<file path="src/emb_pkg.sv">
// Shared constants and types for the external multiplexed bus strobe block
package emb_pkg;

    // ------------------------------------------------------------
    // Widths
    // ------------------------------------------------------------
    localparam int DATA_W    = 16;
    localparam int BLK_N     = 4;
    localparam int BLK_W     = 2;
    localparam int BE_W      = 2;
    localparam int SYNC_CTRL = 2;

    // ------------------------------------------------------------
    // Field positions
    // ------------------------------------------------------------
    localparam int PROG_BIT  = 5;     // Shared line doubling as programming-mode pin
    localparam int BE_UPPER  = 1;
    localparam int BE_LOWER  = 0;
    localparam int CTRL_WAIT = 0;
    localparam int CTRL_PROG = 1;

    // ------------------------------------------------------------
    // Values after reset
    // ------------------------------------------------------------
    localparam logic              STROBE_OFF  = 1'h1;
    localparam logic              ALS_IDLE    = 1'h1;
    localparam logic [BLK_N-1:0]  BLK_OFF     = 4'hF;
    localparam logic [DATA_W-1:0] LINES_RST   = 16'h0000;
    localparam logic              PHASE_RST   = 1'h0;
    localparam logic              BUSCLK_RST  = 1'h0;
    localparam logic [SYNC_CTRL-1:0] CTRL_SYNC_RST = 2'h1;   // Wait request idle high

    // ------------------------------------------------------------
    // Bus-cycle states, one-hot
    // ------------------------------------------------------------
    typedef enum logic [4:0] {
        emb_st_idle = 5'b00001,
        emb_st_t1   = 5'b00010,
        emb_st_t2   = 5'b00100,
        emb_st_tw   = 5'b01000,
        emb_st_t3   = 5'b10000
    } emb_state_t;

endpackage

</file>
<file path="src/emb_bus.sv">
// External multiplexed address/data bus controller with strobes and port mode
//
// Functional notes
// RL1: Upper write strobe qualifies writes of the high byte lane.
// RL2: Read strobe qualifies read transfers on the 16-bit bus.
// RL3: Address latch strobe falls at the falling bus-clock edge of T1.
// RL4: Address latch strobe rises at the falling bus-clock edge of T3.
// RL5: Address latch strobe stays high while no bus cycle runs.
// RL6: In port mode each shared pin is input or output per direction bit.
// RL7: In expansion mode shared pins carry address then data, tri-stated otherwise.
// RL8: With programming entry high, outside circuit drives shared bit 5 low.
// RL9: Lower write strobe qualifies writes of the low byte lane.
// RL10: Block selects assert for their block's cycle, release in idle.
// RL11: Asynchronous wait sampled at falling bus-clock edge in T2 and TW.
// RL12: Strobes are active low and stay off while address is on the lines.
`timescale 1ns/100ps
`default_nettype none

module emb_bus (
    input  wire logic                        clk,
    input  wire logic                        rst_n,
    // Mode control from on-chip logic
    input  wire logic                        ext_mode_en,
    input  wire logic                        wait_en,
    input  wire logic [emb_pkg::DATA_W-1:0]  expansion_port_direction_reg,
    input  wire logic [emb_pkg::DATA_W-1:0]  port_wdata,
    output logic      [emb_pkg::DATA_W-1:0]  port_rdata,
    // Access requests
    input  wire logic                        req_valid,
    input  wire logic                        req_write,
    input  wire logic [emb_pkg::BE_W-1:0]    req_be,
    input  wire logic [emb_pkg::BLK_W-1:0]   req_block,
    input  wire logic [emb_pkg::DATA_W-1:0]  req_addr,
    input  wire logic [emb_pkg::DATA_W-1:0]  req_wdata,
    output logic                             req_ready,
    output logic                             rsp_valid,
    output logic      [emb_pkg::DATA_W-1:0]  rsp_rdata,
    // Pins
    output logic                             bus_clock_output,
    output logic                             address_latch_strobe,
    output logic                             read_strobe_n,
    output logic                             upper_write_strobe_n,
    output logic                             lower_write_strobe_n,
    output logic      [emb_pkg::BLK_N-1:0]   block_select_n,
    input  wire logic                        wait_req_n,
    input  wire logic                        prog_mode_entry,
    output logic                             prog_mode_select_b,
    input  wire logic [emb_pkg::DATA_W-1:0]  shared_bus_lines_in,
    output logic      [emb_pkg::DATA_W-1:0]  shared_bus_lines_out,
    output logic      [emb_pkg::DATA_W-1:0]  shared_bus_lines_oe
);

    // ------------------------------------------------------------
    // Declarations
    // ------------------------------------------------------------
    emb_pkg::emb_state_t                   state_q;
    logic                                  phase_q;
    logic                                  busclk_q;
    logic                                  mode_ext_q;
    logic                                  wait_hit_q;
    logic                                  als_q;
    logic                                  rd_n_q;
    logic                                  uws_n_q;
    logic                                  lws_n_q;
    logic [emb_pkg::BLK_N-1:0]             cs_n_q;
    logic [emb_pkg::DATA_W-1:0]            lines_out_q;
    logic [emb_pkg::DATA_W-1:0]            lines_oe_q;
    logic                                  write_q;
    logic [emb_pkg::BE_W-1:0]              be_q;
    logic [emb_pkg::DATA_W-1:0]            wdata_q;
    logic                                  req_ready_q;
    logic                                  rsp_valid_q;
    logic [emb_pkg::DATA_W-1:0]            rsp_rdata_q;
    logic                                  prog_b_q;
    logic                                  rd_tail_q;
    logic [emb_pkg::DATA_W-1:0]            pins_s;
    logic [emb_pkg::SYNC_CTRL-1:0]         ctrl_s;
    logic [emb_pkg::DATA_W-1:0]            port_oe;
    logic                                  rise;
    logic                                  fall;
    logic                                  take;
    logic                                  port_idle;

    // Decode a block number into an active-low one-hot select
    function automatic logic [emb_pkg::BLK_N-1:0] blk_sel_n(
        input logic [emb_pkg::BLK_W-1:0] blk
    );
        logic [emb_pkg::BLK_N-1:0] sel;
        sel      = '0;
        sel[blk] = 1'b1;
        return ~sel;
    endfunction

    // ------------------------------------------------------------
    // Pin synchronisers
    // ------------------------------------------------------------
    emb_sync #(
        .W   (emb_pkg::DATA_W),
        .RST (emb_pkg::LINES_RST)
    ) u_sync_lines (
        .clk      (clk),
        .rst_n    (rst_n),
        .async_in (shared_bus_lines_in),
        .sync_out (pins_s)
    );

    // Wait and programming entry share one small chain
    emb_sync #(
        .W   (emb_pkg::SYNC_CTRL),
        .RST (emb_pkg::CTRL_SYNC_RST)
    ) u_sync_ctrl (
        .clk      (clk),
        .rst_n    (rst_n),
        .async_in ({prog_mode_entry, wait_req_n}),
        .sync_out (ctrl_s)
    );

    // ------------------------------------------------------------
    // Bus clock divider: each bus state is one high and one low cycle
    // ------------------------------------------------------------
    // Edge with phase_q low starts the low half (falling bus edge)
    assign fall      = ~phase_q;
    assign rise      = phase_q;
    assign take      = rise && (state_q == emb_pkg::emb_st_idle) && mode_ext_q && req_valid;
    assign port_idle = (state_q == emb_pkg::emb_st_idle) && !take;

    always_ff @(posedge clk or negedge rst_n) begin
        if (!rst_n) begin
            phase_q  <= emb_pkg::PHASE_RST;
            busclk_q <= emb_pkg::BUSCLK_RST;
        end else begin
            phase_q  <= ~phase_q;
            busclk_q <= phase_q;
        end
    end

    // ------------------------------------------------------------
    // Bus-cycle sequencer
    // ------------------------------------------------------------
    always_ff @(posedge clk or negedge rst_n) begin
        if (!rst_n) begin
            state_q <= emb_pkg::emb_st_idle;
        end else if (rise) begin
            case (state_q)
                emb_pkg::emb_st_idle: begin
                    if (take) begin
                        state_q <= emb_pkg::emb_st_t1;
                    end
                end
                emb_pkg::emb_st_t1: begin
                    state_q <= emb_pkg::emb_st_t2;
                end
                emb_pkg::emb_st_t2, emb_pkg::emb_st_tw: begin
                    state_q <= wait_hit_q ? emb_pkg::emb_st_tw : emb_pkg::emb_st_t3;
                end
                default: begin
                    state_q <= emb_pkg::emb_st_idle;
                end
            endcase
        end
    end

    // Mode switches only between cycles, so a cycle never loses its lines
    always_ff @(posedge clk or negedge rst_n) begin
        if (!rst_n) begin
            mode_ext_q <= 1'b0;
        end else if (rise && state_q == emb_pkg::emb_st_idle) begin
            mode_ext_q <= ext_mode_en;
        end
    end

    // Wait sampled only at the falling bus edge of T2 and TW
    always_ff @(posedge clk or negedge rst_n) begin
        if (!rst_n) begin
            wait_hit_q <= 1'b0;
        end else if (fall) begin
            if (state_q == emb_pkg::emb_st_t2 || state_q == emb_pkg::emb_st_tw) begin
                wait_hit_q <= wait_en && !ctrl_s[emb_pkg::CTRL_WAIT];   // see RL11
            end else begin
                wait_hit_q <= 1'b0;
            end
        end
    end

    // ------------------------------------------------------------
    // Request capture
    // ------------------------------------------------------------
    always_ff @(posedge clk or negedge rst_n) begin
        if (!rst_n) begin
            req_ready_q <= 1'b0;
            write_q     <= 1'b0;
            be_q        <= '0;
            wdata_q     <= emb_pkg::LINES_RST;
        end else begin
            req_ready_q <= take;
            if (take) begin
                write_q <= req_write;
                be_q    <= req_be;
                wdata_q <= req_wdata;
            end
        end
    end

    // ------------------------------------------------------------
    // Address latch strobe
    // ------------------------------------------------------------
    always_ff @(posedge clk or negedge rst_n) begin
        if (!rst_n) begin
            als_q <= emb_pkg::ALS_IDLE;
        end else if (state_q == emb_pkg::emb_st_idle) begin
            als_q <= emb_pkg::ALS_IDLE;                                // see RL5
        end else if (fall && state_q == emb_pkg::emb_st_t1) begin
            als_q <= 1'b0;                                            // see RL3
        end else if (fall && state_q == emb_pkg::emb_st_t3) begin
            als_q <= emb_pkg::ALS_IDLE;                                // see RL4
        end
    end

    // ------------------------------------------------------------
    // Read and write strobes, block selects
    // ------------------------------------------------------------
    // Strobes open only once data owns the lines, from T2 to end of T3
    always_ff @(posedge clk or negedge rst_n) begin
        if (!rst_n) begin
            rd_n_q  <= emb_pkg::STROBE_OFF;
            uws_n_q <= emb_pkg::STROBE_OFF;
            lws_n_q <= emb_pkg::STROBE_OFF;
        end else if (rise && state_q == emb_pkg::emb_st_t1) begin
            rd_n_q  <= write_q;                                       // see RL2, RL12
            uws_n_q <= !(write_q && be_q[emb_pkg::BE_UPPER]);         // see RL1
            lws_n_q <= !(write_q && be_q[emb_pkg::BE_LOWER]);         // see RL9
        end else if (rise && state_q == emb_pkg::emb_st_t3) begin
            rd_n_q  <= emb_pkg::STROBE_OFF;                           // see RL12
            uws_n_q <= emb_pkg::STROBE_OFF;
            lws_n_q <= emb_pkg::STROBE_OFF;
        end
    end

    always_ff @(posedge clk or negedge rst_n) begin
        if (!rst_n) begin
            cs_n_q <= emb_pkg::BLK_OFF;
        end else if (take) begin
            cs_n_q <= blk_sel_n(req_block);                           // see RL10
        end else if (rise && state_q == emb_pkg::emb_st_t3) begin
            cs_n_q <= emb_pkg::BLK_OFF;                               // see RL10
        end
    end

    // ------------------------------------------------------------
    // Shared lines: port mode or multiplexed address/data
    // ------------------------------------------------------------
    // Direction bit high means input; in port mode bit 5 floats during programming entry
    generate
        for (genvar i = 0; i < emb_pkg::DATA_W; i++) begin : g_port_oe
            if (i == emb_pkg::PROG_BIT) begin : g_prog
                assign port_oe[i] = !expansion_port_direction_reg[i]
                                    && !ctrl_s[emb_pkg::CTRL_PROG];   // see RL8
            end else begin : g_plain
                assign port_oe[i] = !expansion_port_direction_reg[i]; // see RL6
            end
        end
    endgenerate

    always_ff @(posedge clk or negedge rst_n) begin
        if (!rst_n) begin
            lines_out_q <= emb_pkg::LINES_RST;
            lines_oe_q  <= '0;
        end else if (port_idle) begin
            lines_out_q <= port_wdata;                                // see RL6
            lines_oe_q  <= mode_ext_q ? '0 : port_oe;
        end else if (take) begin
            lines_out_q <= req_addr;                                  // see RL7
            lines_oe_q  <= '1;
        end else if (rise && state_q == emb_pkg::emb_st_t1) begin
            lines_out_q <= wdata_q;                                   // see RL7
            lines_oe_q  <= {emb_pkg::DATA_W{write_q}};
        end else if (rise && state_q == emb_pkg::emb_st_t3) begin
            lines_oe_q  <= '0;                                        // see RL7
        end
    end

    // ------------------------------------------------------------
    // Read data return and programming pin sample
    // ------------------------------------------------------------
    // Data seen through the synchroniser, so it must hold over the low half of the state before T3
    always_ff @(posedge clk or negedge rst_n) begin
        if (!rst_n) begin
            rd_tail_q   <= 1'b0;
            rsp_valid_q <= 1'b0;
            rsp_rdata_q <= emb_pkg::LINES_RST;
            prog_b_q    <= 1'b0;
        end else begin
            rd_tail_q   <= rise && state_q == emb_pkg::emb_st_t3 && !write_q;
            rsp_valid_q <= rd_tail_q;
            if (rd_tail_q) begin
                rsp_rdata_q <= pins_s;
            end
            prog_b_q <= pins_s[emb_pkg::PROG_BIT];
        end
    end

    // ------------------------------------------------------------
    // Outputs
    // ------------------------------------------------------------
    assign port_rdata           = pins_s;
    assign req_ready            = req_ready_q;
    assign rsp_valid            = rsp_valid_q;
    assign rsp_rdata            = rsp_rdata_q;
    assign bus_clock_output     = busclk_q;
    assign address_latch_strobe = als_q;
    assign read_strobe_n        = rd_n_q;
    assign upper_write_strobe_n = uws_n_q;
    assign lower_write_strobe_n = lws_n_q;
    assign block_select_n       = cs_n_q;
    assign prog_mode_select_b   = prog_b_q;
    assign shared_bus_lines_out = lines_out_q;
    assign shared_bus_lines_oe  = lines_oe_q;

endmodule
`default_nettype wire

</file>
<file path="src/emb_sync.sv">
// Three-stage input synchroniser that accepts a change once stages two and three agree
`timescale 1ns/100ps
`default_nettype none

module emb_sync #(
    parameter int              W   = 16,
    parameter logic [W-1:0]    RST = '0
) (
    input  wire logic         clk,
    input  wire logic         rst_n,
    input  wire logic [W-1:0] async_in,
    output logic      [W-1:0] sync_out
);

    logic [W-1:0] s1_q;
    logic [W-1:0] s2_q;
    logic [W-1:0] s3_q;
    logic [W-1:0] out_q;

    // ------------------------------------------------------------
    // Sampling chain; first stage feeds only the second
    // ------------------------------------------------------------
    always_ff @(posedge clk or negedge rst_n) begin
        if (!rst_n) begin
            s1_q <= RST;
            s2_q <= RST;
            s3_q <= RST;
        end else begin
            s1_q <= async_in;
            s2_q <= s1_q;
            s3_q <= s2_q;
        end
    end

    // Per bit: follow stage three only while it agrees with stage two
    always_ff @(posedge clk or negedge rst_n) begin
        if (!rst_n) begin
            out_q <= RST;
        end else begin
            out_q <= (s3_q & ~(s2_q ^ s3_q)) | (out_q & (s2_q ^ s3_q));
        end
    end

    assign sync_out = out_q;

endmodule
`default_nettype wire

</file>
<file path="config.mk">
export PLATFORM = sky130hd
export DESIGN_NAME = emb_bus
export DESIGN_NICKNAME = d
export VERILOG_FILES = /design/src/emb_pkg.sv /design/src/emb_bus.sv /design/src/emb_sync.sv
export SDC_FILE = /design/constraint.sdc
export NUM_CORES = 1
export LEC_CHECK = 0
export ABC_AREA = 1
export BUFFER_PORTS_ARGS = -buffer_cell sky130_fd_sc_hd__buf_4
export CAP_MARGIN = 20
export CORE_ASPECT_RATIO = 0.6
export CORE_MARGIN = 2
export CORE_UTILIZATION = 35
export DETAILED_ROUTE_END_ITERATION = 10
export PLACE_DENSITY = 0.66
export SYNTH_ARGS = -nofsm -noshare
export SYNTH_HDL_FRONTEND = slang
export SYNTH_SLANG_ARGS = --single-unit
</file>
<file path="constraint.sdc">
create_clock -name clk -period 1.4 [get_ports clk]
set_input_delay 0.28 -clock clk [delete_from_list [all_inputs] [get_ports clk]]
set_output_delay 0.28 -clock clk [all_outputs]
set_load 0.02 [all_outputs]
</file>
# After elaboration in Yosys (flattened, before gate mapping)
# Index checks and enable logic that the tools add are counted.
[op_classes]
muxes = 23
reduce_logical = 44
bitwise = 12
n_lt_le_gt_ge = 2
n_eq_ne = 6
[op_table]
columns = ["cell", "n"]
rows = [
  ["$mux 16", 8],
  ["$and 16x16->16", 2],
  ["$logic_not 1->1", 22],
  ["$not 16->16", 1],
  ["$or 16x16->16", 1],
  ["$xor 16x16->16", 1],
  ["$pmux 5 s3", 1],
  ["$logic_and 1x1->1", 14],
  ["$mux 5", 2],
  ["$mux 1", 9],
  ["$mux 4", 2],
  ["$reduce_bool 3->1", 2],
  ["$eq 5x1->1 const B", 1],
  ["$eq 5x2->1 const B", 1],
  ["$eq 5x3->1 const B", 1],
  ["$eq 5x4->1 const B", 1],
  ["$eq 5x5->1 const B", 1],
  ["$and 2x2->2", 2],
  ["$not 4->4", 1],
  ["$reduce_bool 2->1", 2],
  ["$reduce_bool 4->1", 1],
  ["$lt 2x3->1 const B", 1],
  ["$demux 1 s2", 1],
  ["$ge 2x1->1 const B", 1],
  ["other kinds (8)", 8],
]
[totals]
input_bits = 92
regBits = 160
wordCells = 115
out_inout_bits = 76

# Longest topological paths before layout
[depth]
depth_word = 7
depth_mapped = 10

# Modules after synthesis
# From an unflattened synthesis, not the netlist that was laid out.
[unflattened]
hier_cells = 589
hier_area_um2 = 6090.8
[by_module_without_submodules]
columns = ["mod", "instances", "area_each_um2", "cells_per_inst", "seq_area_each_um2"]
rows = [
  ["emb_bus", 1, 3991.3, 445, 2213.4],
  ["emb_sync at u_sync_lines", 1, 1861.8, 128, 1601.5],
  ["emb_sync at u_sync_ctrl", 1, 237.7, 16, 205.2],
]

# Worst setup path after synthesis
# OpenSTA, ideal clock, no wires.
[synth_timing]
path_type = "register to register"
from = "register state_q[0]"
to = "register lines_out_q, in the netlist shared_bus_lines_out[10]"
n_path_buf = 2
setup_ns = 0.117
arrival_time_ns = 1.371
setup_slack_ns = -0.088
path_stages_with_launch = 10
cell_sequence = "dfstp_2 nand2_1 nor2_8 inv_2 buf_2 buf_6 nand2_1 nand2_1 nor2_1 nor2_1"
[synth_via]
elab_chain_cells = 7
word_cells_on_any_way = 11
[synth_lines]
columns = ["element", "line", "text"]
rows = [
  ["from (decl)", "emb_bus.sv:56", "emb_pkg::emb_state_t state_q;"],
  ["from (signal assigned)", "emb_bus.sv:142", "state_q <= emb_pkg::emb_st_idle;"],
  ["from (signal assigned)", "emb_bus.sv:147", "state_q <= emb_pkg::emb_st_t1;"],
  ["from (signal assigned)", "emb_bus.sv:151", "state_q <= emb_pkg::emb_st_t2;"],
  ["$eq 5x1->1", "emb_bus.sv:124, emb_bus.sv:125", ""],
  ["$logic_and 1x1->1 (3 in series)", "emb_bus.sv:124", "assign take = rise && (state_q == emb_pkg::emb_st_idle) && mode_ext_q && req_valid;"],
  ["$logic_not 1->1", "emb_bus.sv:125", "assign port_idle = (state_q == emb_pkg::emb_st_idle) && !take;"],
  ["$logic_and 1x1->1", "emb_bus.sv:125", ""],
  ["$reduce_bool 3->1 (no source line) / $mux 16 (equally long branches)", "--", ""],
  ["to (signal assigned)", "emb_bus.sv:266", "lines_out_q <= emb_pkg::LINES_RST;"],
  ["to (signal assigned)", "emb_bus.sv:269", "lines_out_q <= port_wdata;"],
  ["to (signal assigned)", "emb_bus.sv:272", "lines_out_q <= req_addr;"],
  ["to (decl)", "emb_bus.sv:66", "logic [emb_pkg::DATA_W-1:0] lines_out_q;"],
]
# Several ways; a longest one is shown, not always the timed one.
# A chain may end at the register's enable or synchronous reset.

# Worst setup path after layout
[layout_timing]
from = "register state_q[0]"
to = "register lines_oe_q, in the netlist shared_bus_lines_oe[0]"
[layout_via]
elab_chain_cells = 7
word_cells_on_any_way = 14
[layout_lines]
columns = ["element", "line", "text"]
rows = [
  ["$eq 5x1->1", "emb_bus.sv:124, emb_bus.sv:125", ""],
  ["$logic_and 1x1->1 (3 in series)", "emb_bus.sv:124", ""],
  ["$logic_not 1->1", "emb_bus.sv:125", ""],
  ["$logic_and 1x1->1", "emb_bus.sv:125", ""],
  ["$reduce_bool 4->1 (no source line) / $mux 16 (equally long branches)", "--", ""],
  ["to (signal assigned)", "emb_bus.sv:270", "lines_oe_q <= mode_ext_q ? '0 : port_oe;"],
  ["to (signal assigned)", "emb_bus.sv:276", "lines_oe_q <= {emb_pkg::DATA_W{write_q}};"],
  ["to (decl)", "emb_bus.sv:67", "logic [emb_pkg::DATA_W-1:0] lines_oe_q;"],
]
# Several ways; a longest one is shown, not always the timed one.

==> reports/results.tsv <==
stage	metric	value	unit
global_route	first-pass GRT wire length	24200	um
detailed_routing	vias per inst	4.49	
yosys	top-count cell post-synth	nand2_1	
timing	f_max	669	MHz
cells_and_area	post-route cell area	9140	um2
worst_setup_path	required time worst endpoint	1.69	ns
worst_setup_path	crit path launch type	register	
global_route	vias in the first global route	4546	
timing	final number of max-transition violations	0	
timing	RSZ-0062 raised after global routing	true	
floorplan	die area	18300	um2
pwr	peak supply drop	1.05	mV
timing	minimum clock period	1.50	ns
timing	setup ws final	-0.0951	ns
placement	number of port buffers	167	
timing	Max-Slew Margin vs Limit	75.3	%
global_route	pin count of the biggest net entering global routing	37	
flow_run	Max Cap Violations	0	
yosys	Seq cells post-synth	160	
run_status	failing checks	negative setup slack	
timing	setup TNS	-3.51	ns
timing	period utilization	107	%
timing	Fin Clk Skew	0.00971	ns
floorplan	Die X	173	um
detailed_routing	Post-Route WL	14900	um
clocking	CTS tree	built	
yosys	Mapped Avg Cell Area	11.0	um2
yosys	Synth top area share	61.0	%
clocking	clock latency on the worst-skew pair	0.41	ns
timing	Worst Max-Slew Pin Slew	0.371	ns
placement	Post-DP Area	7850	um2
yosys	Async S/R FF share, synth	100	%
clocking	H-tree levels	4	
yosys	Post-Synthesis Cell Area	6030	um2
yosys	most frequent cells after synthesis	155 x nand2_1, 147 x dfrtp_1, 58 x nor2_1, 28 x inv_1, 23 x nand3_1	
worst_setup_path	crit end category	register	
cells_and_area	Area Growth Syn to Fin	51.6	%
floorplan	# rows	37	
yosys	sequential area share after synthesis	66.7	%
run_status	status	finished, violations left	
worst_setup_path	CP Class	register to register	
global_route	total track usage	16.8	%
placement	Post-DP HPWL	10300	um
clocking	clock-pin slew on the worst setup and hold paths	0.07	ns
yosys	Ys Warns	0	
detailed_routing	DRC	0	
global_route	total gr overflow	0	
detailed_routing	DR iter-0 viols	284	
worst_setup_path	Critical Path AT	1.79	ns
worst_hold_path	worst hold path type	input port to register	
detailed_routing	Final ANT Viol Nets	0	
clocking	clock root buffer	clkbuf_16	
pwr	P_leak	4.58	nW
timing	setup violators final	60	
detailed_routing	First-pass DRT Iterations	5	
cells_and_area	Layout Nets	876	
pwr	pwr dens	2320	nW/um2
yosys	Post-synth EDFFs	0	
detailed_routing	post-DR wirelength/cell	14.5	um
placement	Final GP Congestion	0.872	
yosys	top_reg_cell synth	dfrtp_1	
clocking	clk buf depth	2	
worst_setup_path	maximum fanout along the worst path	8	
yosys	top cells by area, synth	dfrtp_1 61%, nand2_1 9.6%, dfstp_2 5.7%	
floorplan	core footprint	17000	um2
floorplan	starting density of the core	35.5	%
yosys	distinct cell type count after synthesis	29	
yosys	post-synthesis net count	642	
worst_setup_path	flop2flop setup slack	-0.1	ns
floorplan	DIE HEIGHT	106	um
cells_and_area	layout cells sized above 1	44.0	%
clocking	Sink Count	160	
yosys	Post-Syn Instances	550	
timing	final hold violations	0	
floorplan	I/O pins	168	
clocking	CTS buffer count	17	
cells_and_area	number of diodes	0	
detailed_routing	Via Count	4626	
yosys	area leader, netlist	dfrtp_1	
global_route	initial antenna violation count	0	
[metal layers]
layer	up-vias	track usage [%]	wire length, um
met2	138	21.9	5970
met4	0	3.87	99
met3	9	6.39	1350
li1	2251	-	-
met1	2228	25.8	7490
met5	-	0	0
[what timing repair did]
item	4_1_cts	5_1_grt
setup buffers	8	1
gates resized for setup	45	56
pin swaps	7	18
gates cloned	4	2
setup endpoints to repair	62	67
hold buffers	19	0
endpoints found under the hold margin	46	0
[cells in the final DEF (no fill, tap or decap), types with 2 or more instances in the layout]
cell,instances
buf_4,193
dfrtp_1,146
nand2_1,118
nor2_1,53
inv_1,27
nand2_2,26
clkbuf_16,19
dlygate4sd3_1,19
nand3_1,18
maj3_1,18
nand4_1,17
o211ai_1,16
mux2_2,16
nand2_4,14
dfstp_2,13
buf_12,13
buf_6,9
inv_6,6
nor2_2,5
nand3_2,5
o21ai_1,5
inv_8,5
nor2_4,4
nand3b_1,4
clkinvlp_4,3
inv_2,2
inv_4,2
nand2_8,2
a21oi_1,2
clkinv_8,2
buf_16,2
[per-stage QoR]
step	std cells	setup WS, ns	utilization (%)	hold slack [ns]	power [mW]
after global routing	1030	-0.185	53.8	0.0516	22.6
after CTS	1027	-0.0940	52.4	0.0454	20.4
after floorplan	550	-0.00898	-	-0.0156	11.6
after global placement	967	-0.116	46.2	0.209	14.6
final	1030	-0.0951	53.8	0.0647	21.2
after detailed placement	967	-0.157	46.2	0.211	14.8
[final timing paths]
| check | from | to | depth (start not counted) |
|---|---|---|---|
| worst max-delay path | state_q[0] | shared_bus_lines_oe[0] | 8 |
| worst min-delay path | req_wdata[2] | wdata_q[2] | 3 |
| worst max register to register | state_q[0] | shared_bus_lines_oe[0] | 8 |
| worst min register to register | u_sync_lines.s1_q[5] | u_sync_lines.s2_q[5] | 0 |
| max in group asynchronous | rst_n | address_latch_strobe | 3 |
| min in group asynchronous | rst_n | rsp_rdata[6] | 2 |
[cell families after synthesis]
kind of cell,share of synthesized area (%)
AOI/OAI and AO/OA,3.15
adders and majority gates,2.99
and+or+nand+nor,19.5
DFF,66.7
muxes,2.99
buffers and inverters,4.69
[layout make-up]
type,count,area (um2)
multi-input cells,333,1980
clock buffers,17,425
well taps,234,293
inverters,32,133
clock inverters,14,146
fillers,1530,7850
repair inverters,1,6.26
repair buffers,239,2140
flip-flops and latches,160,4020
[where the power goes]
part / switching (mW) / internal, mW
clock: 2.05 / 2.37
sequential: 0.775 / 6.01
combinational: 5.26 / 4.73
[critical path, stage by stage (launching register included)]
cell and delay [ns]:
dfstp_2 0.57, nand2_4 0.07, nor2_8 0.16, buf_6 0.13, buf_6 0.11, nor2_4 0.05
clkbuf_16 0.16, nand2_1 0.06, nand3_1 0.06
(Power assumes the default switching activity.)
